[src/logic/csse_defs.vh]
`ifndef CSSE_DEFS_VH
`define CSSE_DEFS_VH

// register byte offsets
`define CSSE_OFF_CTRL        5'h00
`define CSSE_OFF_STATUS      5'h04
`define CSSE_OFF_EVENT       5'h08
`define CSSE_OFF_MASK        5'h0c

// control register fields, socket index added to the lsb, times the stride for enables
`define CSSE_CTRL_IO_LSB     0
`define CSSE_CTRL_DMA_LSB    2
`define CSSE_CTRL_RING_LSB   4
`define CSSE_CTRL_EN_LSB     8
`define CSSE_CTRL_EN_STRIDE  4
`define CSSE_CTRL_RESET      32'h00000000

// status register fields within one socket byte
`define CSSE_ST_STRIDE       8
`define CSSE_ST_SENSE1       0
`define CSSE_ST_SENSE2       1
`define CSSE_ST_PRESENT      2
`define CSSE_ST_PARTIAL      3
`define CSSE_ST_BATT_LSB     4
`define CSSE_ST_CHANGE       6
`define CSSE_ST_AUDIO        7

// event and mask fields within one socket nibble
`define CSSE_EV_STRIDE       4
`define CSSE_EV_DETECT       0
`define CSSE_EV_BATTERY_SENSE_ONE         1
`define CSSE_EV_WARN         2
`define CSSE_EV_RESET        8'h00
`define CSSE_MASK_RESET      8'h00

// battery condition codes
`define CSSE_BATT_GOOD       2'h0
`define CSSE_BATT_WEAK       2'h1
`define CSSE_BATT_DEAD       2'h2

// synchroniser depth and idle level of card lines
`define CSSE_SYNC_DEPTH      2
`define CSSE_PIN_IDLE        8'hff

`endif

[src/logic/csse_sync.v]
`include "csse_defs.vh"

module csse_sync
#(
	parameter WIDTH = 8,
	parameter DEPTH = `CSSE_SYNC_DEPTH
)
(
	// clock and reset
	input  wire             i_clk,
	input  wire             i_reset,
	// asynchronous lines and their synchronised copy
	input  wire [WIDTH-1:0] i_async,
	output wire [WIDTH-1:0] o_sync
);

	reg [WIDTH*DEPTH-1:0] stage_reg;

	// idle level on reset so no false event fires at release
	always @(posedge i_clk)
	begin
		if (i_reset)
			stage_reg <= {DEPTH{`CSSE_PIN_IDLE}};
		else
			stage_reg <= {stage_reg[WIDTH*(DEPTH-1)-1:0], i_async};
	end

	assign o_sync = stage_reg[WIDTH*DEPTH-1 -: WIDTH];

endmodule

[src/logic/csse_top.v]
// Local design decisions: register access over Avalon-MM and the address map.
`include "csse_defs.vh"

module csse_top
#(
	parameter SOCKETS = 2
)
(
	// clock and reset
	input  wire                 i_clk,
	input  wire                 i_reset,
	// avalon-mm slave
	input  wire [4:0]           i_avs_address,
	input  wire                 i_avs_read,
	input  wire                 i_avs_write,
	input  wire [31:0]          i_avs_writedata,
	input  wire [3:0]           i_avs_byteenable,
	output reg  [31:0]          o_avs_readdata,
	output reg                  o_avs_waitrequest,
	// interrupt
	output reg                  o_irq,
	// card sense lines, one bit per socket
	input  wire [SOCKETS-1:0]   i_battery_sense_one,
	input  wire [SOCKETS-1:0]   i_battery_sense_two,
	input  wire [SOCKETS-1:0]   i_insert_sense_one_n,
	input  wire [SOCKETS-1:0]   i_insert_sense_two_n,
	// host card cycle request, one bit per socket
	input  wire [SOCKETS-1:0]   i_cycle_active,
	input  wire [SOCKETS-1:0]   i_cycle_addr0,
	input  wire [SOCKETS-1:0]   i_cycle_wide,
	// card enables, active low
	output reg  [SOCKETS-1:0]   o_byte_select_even_n,
	output reg  [SOCKETS-1:0]   o_byte_select_odd_n,
	// alternate line functions
	output reg                  o_combined_audio_out,
	output reg  [SOCKETS-1:0]   o_modem_call_alert,
	output reg  [SOCKETS-1:0]   o_card_status_change,
	output reg  [SOCKETS-1:0]   o_dma_request
);

	function [1:0] batt_decode;
		input sense_one;
		input sense_two;
		begin
			if (!sense_one)
				batt_decode = `CSSE_BATT_DEAD;
			else if (!sense_two)
				batt_decode = `CSSE_BATT_WEAK;
			else
				batt_decode = `CSSE_BATT_GOOD;
		end
	endfunction

	function [31:0] lane_merge;
		input [31:0] old_val;
		input [31:0] new_val;
		input [3:0]  lanes;
		integer k;
		begin
			lane_merge = old_val;
			for (k = 0; k < 4; k = k + 1)
				if (lanes[k])
					lane_merge[k*8 +: 8] = new_val[k*8 +: 8];
		end
	endfunction

	// true in the cycle a condition first holds
	function became;
		input now_val;
		input was_val;
		begin
			became = now_val & ~was_val;
		end
	endfunction

	reg  [31:0]          ctrl_reg;
	reg  [7:0]           event_reg;
	reg  [7:0]           event_next;
	reg  [7:0]           mask_reg;
	reg  [31:0]          rdata_next;
	wire [15:0]          status_word;
	wire [7:0]           event_set;
	wire [SOCKETS-1:0]   audio_bit;
	wire [SOCKETS-1:0]   change_lvl;
	wire [SOCKETS-1:0]   dma_lvl;
	wire [4*SOCKETS-1:0] card_sync;
	wire                 bus_req;
	wire                 bus_take;
	wire                 wr_take;
	wire                 rd_take;
	wire                 event_clear;

	localparam BUS_WAIT   = 1'b0;
	localparam BUS_ANSWER = 1'b1;

	reg                  bus_state_reg;
	reg                  bus_state_next;

	// all card lines cross into the clock domain before anything reads them
	csse_sync
	#(
		.WIDTH (4*SOCKETS),
		.DEPTH (`CSSE_SYNC_DEPTH)
	)
	u_sync
	(
		.i_clk   (i_clk),
		.i_reset (i_reset),
		.i_async ({i_insert_sense_two_n, i_insert_sense_one_n,
		           i_battery_sense_two, i_battery_sense_one}),
		.o_sync  (card_sync)
	);

	genvar s;
	generate
		for (s = 0; s < SOCKETS; s = s + 1)
		begin : g_sock
			wire       b1;
			wire       b2;
			wire       c1_n;
			wire       c2_n;
			wire       io_mode;
			wire       dma_en;
			wire [2:0] enables;
			wire       present;
			wire       partial;
			wire [1:0] batt;
			wire       change;
			reg        present_prev_reg;
			reg  [1:0] batt_prev_reg;
			reg        change_prev_reg;

			assign b1      = card_sync[s];
			assign b2      = card_sync[SOCKETS + s];
			assign c1_n    = card_sync[2*SOCKETS + s];
			assign c2_n    = card_sync[3*SOCKETS + s];
			assign io_mode = ctrl_reg[`CSSE_CTRL_IO_LSB + s];
			assign dma_en  = ctrl_reg[`CSSE_CTRL_DMA_LSB + s];
			assign enables = ctrl_reg[`CSSE_CTRL_EN_LSB + s*`CSSE_CTRL_EN_STRIDE +: 3];

			// grounded detect pins on the card pull both lines low
			assign present = ~c1_n & ~c2_n;
			assign partial = c1_n ^ c2_n;

			// battery meaning only applies to memory cards
			assign batt    = io_mode ? `CSSE_BATT_GOOD : batt_decode(b1, b2);
			// status change pin is active low from an io card
			assign change  = io_mode & present & ~b1;

			// line two is either audio or dma request, never both
			assign audio_bit[s]  = io_mode & ~dma_en & present & b2;
			assign dma_lvl[s]    = io_mode & dma_en & present & b2;
			assign change_lvl[s] = change;

			assign status_word[s*`CSSE_ST_STRIDE + `CSSE_ST_SENSE1]  = ~c1_n;
			assign status_word[s*`CSSE_ST_STRIDE + `CSSE_ST_SENSE2]  = ~c2_n;
			assign status_word[s*`CSSE_ST_STRIDE + `CSSE_ST_PRESENT] = present;
			assign status_word[s*`CSSE_ST_STRIDE + `CSSE_ST_PARTIAL] = partial;
			assign status_word[s*`CSSE_ST_STRIDE + `CSSE_ST_BATT_LSB +: 2] = batt;
			assign status_word[s*`CSSE_ST_STRIDE + `CSSE_ST_CHANGE]  = change;
			assign status_word[s*`CSSE_ST_STRIDE + `CSSE_ST_AUDIO]   = audio_bit[s];

			always @(posedge i_clk)
			begin
				if (i_reset)
				begin
					present_prev_reg <= 1'b0;
					batt_prev_reg    <= `CSSE_BATT_GOOD;
					change_prev_reg  <= 1'b0;
				end
				else
				begin
					present_prev_reg <= present;
					batt_prev_reg    <= batt;
					change_prev_reg  <= change;
				end
			end

			// events fire only for conditions software enabled
			assign event_set[s*`CSSE_EV_STRIDE + `CSSE_EV_DETECT] =
				enables[`CSSE_EV_DETECT] & (present ^ present_prev_reg);
			assign event_set[s*`CSSE_EV_STRIDE + `CSSE_EV_BATTERY_SENSE_ONE] =
				enables[`CSSE_EV_BATTERY_SENSE_ONE] &
				(became(change, change_prev_reg) |
				 became(batt == `CSSE_BATT_DEAD, batt_prev_reg == `CSSE_BATT_DEAD));
			assign event_set[s*`CSSE_EV_STRIDE + `CSSE_EV_WARN] =
				enables[`CSSE_EV_WARN] &
				became(batt == `CSSE_BATT_WEAK, batt_prev_reg == `CSSE_BATT_WEAK);
			assign event_set[s*`CSSE_EV_STRIDE + 3] = 1'b0;
		end
	endgenerate

	// each access takes one wait cycle; the answer stands for one cycle
	assign bus_req     = i_avs_read | i_avs_write;
	assign bus_take    = bus_req & ~o_avs_waitrequest;
	assign wr_take     = i_avs_write & bus_take;
	assign rd_take     = i_avs_read & bus_take;
	assign event_clear = rd_take & (i_avs_address == `CSSE_OFF_EVENT);

	always @*
	begin
		rdata_next = 32'h00000000;
		case (i_avs_address)
			`CSSE_OFF_CTRL:   rdata_next = ctrl_reg;
			`CSSE_OFF_STATUS: rdata_next = {16'h0000, status_word};
			`CSSE_OFF_EVENT:  rdata_next = {24'h000000, event_reg};
			`CSSE_OFF_MASK:   rdata_next = {24'h000000, mask_reg};
			default:          rdata_next = 32'h00000000;
		endcase
	end

	// a read clears only the bits it reported, so an event that lands
	// after the read data were captured is kept for the next read
	always @*
	begin
		event_next = event_reg;
		if (event_clear)
			event_next = event_reg & ~o_avs_readdata[7:0];
		event_next = event_next | event_set;
	end

	// the answer state lasts one cycle whatever the master does next
	always @*
	begin
		bus_state_next = bus_state_reg;
		case (bus_state_reg)
			BUS_WAIT:
			begin
				if (bus_req)
					bus_state_next = BUS_ANSWER;
			end
			BUS_ANSWER:
				bus_state_next = BUS_WAIT;
			default:
				bus_state_next = BUS_WAIT;
		endcase
	end

	always @(posedge i_clk)
	begin
		if (i_reset)
		begin
			bus_state_reg     <= BUS_WAIT;
			o_avs_waitrequest <= 1'b1;
			o_avs_readdata    <= 32'h00000000;
		end
		else
		begin
			bus_state_reg     <= bus_state_next;
			o_avs_waitrequest <= (bus_state_next != BUS_ANSWER);
			if (i_avs_read && bus_state_reg == BUS_WAIT)
				o_avs_readdata <= rdata_next;
		end
	end

	always @(posedge i_clk)
	begin
		if (i_reset)
		begin
			ctrl_reg <= `CSSE_CTRL_RESET;
			mask_reg <= `CSSE_MASK_RESET;
		end
		else
		begin
			if (wr_take && i_avs_address == `CSSE_OFF_CTRL)
				ctrl_reg <= lane_merge(ctrl_reg, i_avs_writedata, i_avs_byteenable);
			if (wr_take && i_avs_address == `CSSE_OFF_MASK && i_avs_byteenable[0])
				mask_reg <= i_avs_writedata[7:0];
		end
	end

	// the interrupt follows the next event value so it leaves a flip-flop
	always @(posedge i_clk)
	begin
		if (i_reset)
		begin
			event_reg <= `CSSE_EV_RESET;
			o_irq     <= 1'b0;
		end
		else
		begin
			event_reg <= event_next;
			o_irq     <= |(event_next & mask_reg);
		end
	end

	// byte lane enables, all registered
	integer p;
	always @(posedge i_clk)
	begin
		if (i_reset)
		begin
			o_byte_select_even_n <= {SOCKETS{1'b1}};
			o_byte_select_odd_n  <= {SOCKETS{1'b1}};
		end
		else
		begin
			for (p = 0; p < SOCKETS; p = p + 1)
			begin
				// a wide cycle opens both byte lanes at once
				o_byte_select_even_n[p] <=
					~(i_cycle_active[p] & (i_cycle_wide[p] | ~i_cycle_addr0[p]));
				o_byte_select_odd_n[p]  <=
					~(i_cycle_active[p] & (i_cycle_wide[p] | i_cycle_addr0[p]));
			end
		end
	end

	// alternate functions of the battery lines, all registered
	integer r;
	always @(posedge i_clk)
	begin
		if (i_reset)
		begin
			o_modem_call_alert   <= {SOCKETS{1'b0}};
			o_card_status_change <= {SOCKETS{1'b0}};
			o_dma_request        <= {SOCKETS{1'b0}};
		end
		else
		begin
			for (r = 0; r < SOCKETS; r = r + 1)
			begin
				// modem cards reuse the change line as ring
				o_modem_call_alert[r]   <= change_lvl[r] &
					ctrl_reg[`CSSE_CTRL_RING_LSB + r];
				o_card_status_change[r] <= change_lvl[r] &
					~ctrl_reg[`CSSE_CTRL_RING_LSB + r];
				o_dma_request[r]        <= dma_lvl[r];
			end
		end
	end

	// exclusive or keeps two tones audible as a mix
	always @(posedge i_clk)
	begin
		if (i_reset)
			o_combined_audio_out <= 1'b0;
		else
			o_combined_audio_out <= ^audio_bit;
	end

endmodule

[config.mk]
export PLATFORM = sky130hd
export DESIGN_NAME = csse_top
export DESIGN_NICKNAME = d
export VERILOG_FILES = /design/src/logic/csse_sync.v /design/src/logic/csse_top.v
export VERILOG_INCLUDE_DIRS = /design/src /design/src/logic
export SDC_FILE = /design/constraint.sdc
export NUM_CORES = 1
export LEC_CHECK = 0
export BUFFER_PORTS_ARGS = -buffer_cell sky130_fd_sc_hd__buf_2
export CORE_MARGIN = 2
export CORE_UTILIZATION = 50
export DETAILED_ROUTE_END_ITERATION = 6
export PLACE_DENSITY = 0.75
export SYNTH_ARGS = -nofsm -noshare
export SYNTH_HDL_FRONTEND = slang
export SYNTH_SLANG_ARGS = --single-unit
[constraint.sdc]
create_clock -name i_clk -period 2 [get_ports i_clk]
set_input_delay 0.3 -clock i_clk [delete_from_list [all_inputs] [get_ports i_clk]]
set_output_delay 0.3 -clock i_clk [all_outputs]
set_load 0.01 [all_outputs]
======== Yosys cells after proc, flatten, opt, wreduce, memory -nomap -nowiden ========
Index checks and enable logic that the tools add are counted.
W data, S select, Z words.
storage, ports and cells
  bits in registers ....................... 118
  input bits .............................. 59
  output and inout port bits .............. 45
  word-level logic and storage cells ...... 137
cells by class
  mux-type cells .......................... 10
  eq/ne operators ......................... 11
  reduce and logical (&&, ||, !) cells .... 11
  bitwise gates (word level) .............. 82
operators with widths
  operator              count
  $pmux W32 S4          1
  $and A1 B1 Y1         42
  $not A1 Y1            25
  $and A8 B8 Y8         2
  $eq A5 B4 Y1 const B  2
  $eq A2 B1 Y1 const B  4
  $eq A2 B2 Y1 const B  4
  $mux W2               4
  $mux W8               1
  $not A8 Y8            1
  $or A8 B7 Y8          1
  $reduce_and A2 Y1     4
  $reduce_or A8 Y1      1
  $or A1 B1 Y1          7
  $eq A5 B3 Y1 const B  1
  $logic_not A5 Y1      1
  $logic_and A1 B1 Y1   4
  $xor A1 B1 Y1         4
  $mux W1               3
  $pmux W1 S2           1
  $reduce_xor A2 Y1     1

======== Logic depth before layout (Yosys ltp) ========
  depth in word-level cells ............... 10
  mapped depth ............................ 7
  depth with buffers taken out ............ 7

======== Cells and area by module ========
From an unflattened synthesis, not the netlist that was laid out.
second synthesis, totals
  cell total of the unflattened synthesis .. 501
  area total of the unflattened synthesis .. 4543.1 sq um
modules (own cells, without submodules)
  module     instances  cells an instance  sequential area each (sq um)  area each (sq um)
  csse_top   1          460                2042.0                        4051.4
  csse_sync  1          41                 320.3                         491.7

======== Least setup slack after synthesis ========
OpenSTA, ideal clock, no wires.
  path type ............................... input port to flip-flop
  start point ............................. input port i_avs_address[1]
  end point ............................... register o_irq
  library setup time ...................... 139 ps
  data arrival time ....................... 1708 ps
  stages on the path ...................... 6
  setup slack ............................. 153 ps
  path buffers ............................ 1
  data required time ...................... 1861 ps
  path through ............................ or4_4 > nor4b_4 > buf_6 > nand2_1 > a311oi_1 > a41oi_1
on the way
  cells in the longest elaborated chain, start to end .. 6
RTL lines
  item                  RTL line        text
  from (decl)           csse_top.v:13   input wire [4:0] i_avs_address,
  $eq A5 B4 Y1          -
  $and A1 B1 Y1         csse_top.v:198  assign event_clear = rd_take & (i_avs_address == `CSSE_OFF_EVENT);
  $mux W8               csse_top.v:217  if (event_clear)
  $or A8 B7 Y8          csse_top.v:219  event_next = event_next | event_set;
  $and A8 B8 Y8         csse_top.v:283  o_irq <= |(event_next & mask_reg);
  $reduce_or A8 Y1      csse_top.v:283
  to (signal assigned)  csse_top.v:283
  to (decl)             csse_top.v:21   output reg o_irq,
Every way passes these cells.
A chain may end at the register's enable or synchronous reset.

======== Worst setup path after layout ========
  start point ............................. register u_sync.stage_reg[12]
  end point ............................... register o_irq
on the way
  cells in the longest elaborated chain, start to end .. 10
  elaborated cells on any way between the ends .. 12
  classes of those cells .................. 11 x bitwise; 1 x reduce/logical
RTL lines
  item                         RTL line        text
  from (decl)                  csse_sync.v:17  reg [WIDTH*DEPTH-1:0] stage_reg;
  from (signal assigned)       csse_sync.v:23  stage_reg <= {DEPTH{`CSSE_PIN_IDLE}};
  from (signal assigned)       csse_sync.v:25  stage_reg <= {stage_reg[WIDTH*(DEPTH-1)-1:0], i_async};
  $not A1 Y1 *                 csse_top.v:142  assign present = ~c1_n & ~c2_n;
  $and A1 B1 Y1 *              csse_top.v:142
  via g_sock[0].present        csse_top.v:125  wire present;
  $and A1 B1 Y1 (2 in series)  csse_top.v:148  assign change = io_mode & present & ~b1;
  $and A1 B1 Y1                csse_top.v:72   became = now_val & ~was_val;
  $or A1 B1 Y1                 csse_top.v:184  (became(change, change_prev_reg) |
  $and A1 B1 Y1                csse_top.v:183  enables[`CSSE_EV_BATTERY_SENSE_ONE] &
  $or A8 B7 Y8 *               csse_top.v:219
  $and A8 B8 Y8 *              csse_top.v:283
  $reduce_or A8 Y1 *           csse_top.v:283
The timed path passes the listed nets; every way through them passes the cells marked *.

==> reports/metrics.csv <==
stage;metric;value;unit
setup_path;worst-path fanout max;2;
sta;maximum clock rate;516;MHz
layout;share of post-route cells with drive strength above 1;0.281;
sta;Final Hold Fails;0;
logic_synthesis;top cell type's share of synthesized area;0.525;
logic_synthesis;Gate Count Post-Synth;495;
pwr;Pwr per Cell Area;946;nW/um2
detailed_routing;DR pass1 iterations;5;
status;outcome;completed;
logic_synthesis;most frequent cells after synthesis;dfxtp_1, nand2_1, a21oi_1;
hold_path;hold crit path type;primary input to register;
clock_network;clock tree buffer depth;2;
layout;Antenna diodes;0;
layout;Fill cells;668;
pwr;Worst VDD drop;0.000630;V
clock_network;Inserted Clock Buffers;17;
setup_path;Critical Path Slowest Stage Cell;dfxtp_1;
floorplanning;# IOs;104;
logic_synthesis;Mapped Avg Cell Area;9.09;um2
layout;area used by multi-input combinational logic;1950;um2
global_routing;initial antenna violation count;0;
detailed_routing;# DRC;0;
setup_path;crit path DAT;2300;ps
detailed_routing;Via-to-Cell Ratio;5.50;
setup_path;WP data required;2360;ps
logic_synthesis;ys flop type;dfxtp_1;
setup_path;Critical Path Sink;o_irq;
clock_network;H-tree depth;4;
logic_synthesis;top post-synthesis cells by area;dfxtp_1, nand2_1, a21oi_1;
layout;fin nets;682;
placed_design;port bufs;103;
clock_network;root buffer cell;clkbuf_8;
setup_path;CP Capture Type;register;
global_routing;largest net degree at the start of global routing;82;
logic_synthesis;post-synthesis sequential area ratio;0.525;
clock_network;Setup Buffers After CTS;0;
floorplanning;Chip Height;98.9;um
clock_network;Sink Count;118;
floorplanning;width of the chip;98.9;um
sta;max-slew violations;0;
sta;Setup Viol. Count Final;0;
pwr;P_leak;2.49;nW
logic_synthesis;Cell variety after synth;46;
detailed_routing;total wire length;11600;um
logic_synthesis;warning count from the yosys run;0;
logic_synthesis;asr flop ratio synth;0;
floorplanning;initial core utilization;0.516;
floorplanning;area of the core;8720;um2
placed_design;DPL Wire Length;8030;um
layout;sequential cell area;2360;um2
detailed_routing;number of routed nets with antenna violations;0;
sta;clock skew;6.95;ps
setup_path;RR Endpoint;o_irq;
layout;area delta synth->final;31.6;%
logic_synthesis;most instantiated library cell after synthesis;dfxtp_1;
setup_path;CP Cell Sequence;inv_1 -> ha_1 -> xor2_1 -> a211o_1 -> a311o_1 -> a311oi_2 -> a41oi_1;
detailed_routing;wire per inst;15.7;um
setup_path;R2R setup slack;60;ps
sta;worst hold slack;26.9;ps
setup_path;RR Startpoint;u_sync.stage_reg[12];
setup_path;reg2reg path depth;7;
setup_path;CP max stage delay;340;ps
global_routing;first-pass GRT wire length;19100;um
logic_synthesis;synthesized area;4500;um2
setup_path;Crit. Startpoint;u_sync.stage_reg[12];
global_routing;Tot GR Track Use;0.245;
sta;Final period util;0.968;
setup_path;Setup CP Type;register to register;
clock_network;CTS tree;built;
detailed_routing;Iteration-0 DRC Markers;287;
sta;worst-margin pin slew;889;ps
sta;crit path time final;1940;ps
sta;setup_tns;0;ps
placed_design;gpl congestion;0.938;
sta;RSZ-0062 raised after global routing;no;
floorplanning;FP Rows;34;
floorplanning;die area;9770;um2
logic_synthesis;Synth area leader;dfxtp_1;
flow_run;max cap viols;0;
clock_network;clk_lat worst skew;500;ps
clock_network;clk slew on worst S/H paths;50;ps
global_routing;number of global-route vias before repair;3973;
logic_synthesis;Post-synth EDFFs;0;
detailed_routing;detailed-route via count;4076;
sta;max_slew headroom;0.407;
global_routing;Remaining Overflow, GRT;0;
logic_synthesis;Synth Register Bits;118;
logic_synthesis;total nets after synthesis;556;
setup_path;startpoint class of the critical path;register;
[layout by cell type (no fill, tap or decap), types with 5 or more instances in the layout]
cell type and n:
nor2_1 35, a22oi_1 21, and2_1 5, mux2i_1 16, dlygate4sd3_1 11, or2_2 16, nand2_1 72, nand2b_1 5
nor3_1 6, nor2b_1 9, clkbuf_16 16, nand3_1 44, a21oi_1 45, a22o_1 15, buf_2 103, dfxtp_1 118
inv_1 9, buf_4 22, nor3b_1 5
[worst max-delay path: cells and delay by family (launching register included)]
kind                     cells  cell delay, ps
flip-flops                   1             340
AO/OA/AOI/OAI                4            1000
buffers and inverters        1              50
XOR/XNOR                     1             190
adder cells (fa/ha/maj)      1             210
[logic make-up (layout without fill, tap and decap cells)]
| family | count (synthesis) | in the layout | share of synthesized area |
|---|---|---|---|
| AOI/OAI and AO/OA | 104 | 104 | 0.153 |
| adders and majority gates | 2 | 2 | 0.00556 |
| DFF | 118 | 118 | 0.525 |
| muxes | 16 | 16 | 0.0356 |
| and+or+nand+nor | 211 | 211 | 0.233 |
| buffers and inverters | 41 | 179 | 0.0423 |
| xor gates and xnor gates | 3 | 3 | 0.00584 |
[power breakdown]
part | leakage [nW] | internal (mW) | switching, mW
Sequential | 0.956 | 2.38 | 0.0149
Clock | 0.287 | 1.98 | 1.00
Combinational | 1.25 | 0.103 | 0.128
[per-layer routing]
layer  up-vias  GRT usage  part of all wire
met4         0     0.0717             0.015
met2       167      0.392              0.47
met3        20     0.0730             0.065
met1      1903      0.324              0.45
met5         -          0                 0
li1       1986          -                 -
[stage by stage]
| stage | power (mW) | setup slack, ps | instance area [um2] | util | std cells |
|---|---|---|---|---|---|
| final | 5.60 | 63.7 | 5920 | 0.679 | 741 |
| after global routing | 5.79 | 1.02 | 5920 | 0.679 | 741 |
| after CTS | 5.63 | 48.9 | 5920 | 0.678 | 741 |
| after detailed placement | 2.66 | -47.0 | 5220 | 0.598 | 699 |
| after global placement | 2.65 | 7.52 | 5220 | 0.598 | 699 |
| after floorplan | 2.54 | 153 | 4500 | - | 495 |
[cell type report]
type                       instances  area share
tap                              108      0.0228
clock buffer                      22      0.0782
inverter                           9     0.00570
multi-input combinational        336       0.330
timing repair buffer             139       0.144
sequential                       118       0.399
clock inverter                     9      0.0211
[how the worst min path moves through the flow]
stage / endpoint / depth (start not counted) / start
6_report: o_byte_select_odd_n[0] / 2 / i_cycle_addr0[0]
5_1_grt: o_byte_select_odd_n[0] / 2 / i_cycle_addr0[0]
4_1_cts: o_byte_select_odd_n[0] / 2 / i_cycle_addr0[0]
3_5_place_dp: u_sync.stage_reg[8] / 1 / u_sync.stage_reg[0]
3_3_place_gp: u_sync.stage_reg[8] / 1 / u_sync.stage_reg[0]
2_1_floorplan: u_sync.stage_reg[10] / 1 / u_sync.stage_reg[2]
[what timing repair did]
item                       4_1_cts  5_1_grt
setup endpoints to repair        0        1
hold buffers                    11        0
resized for setup                0        1
hold endpoints to repair        12        0
Power figures use the tool's default switching activity.
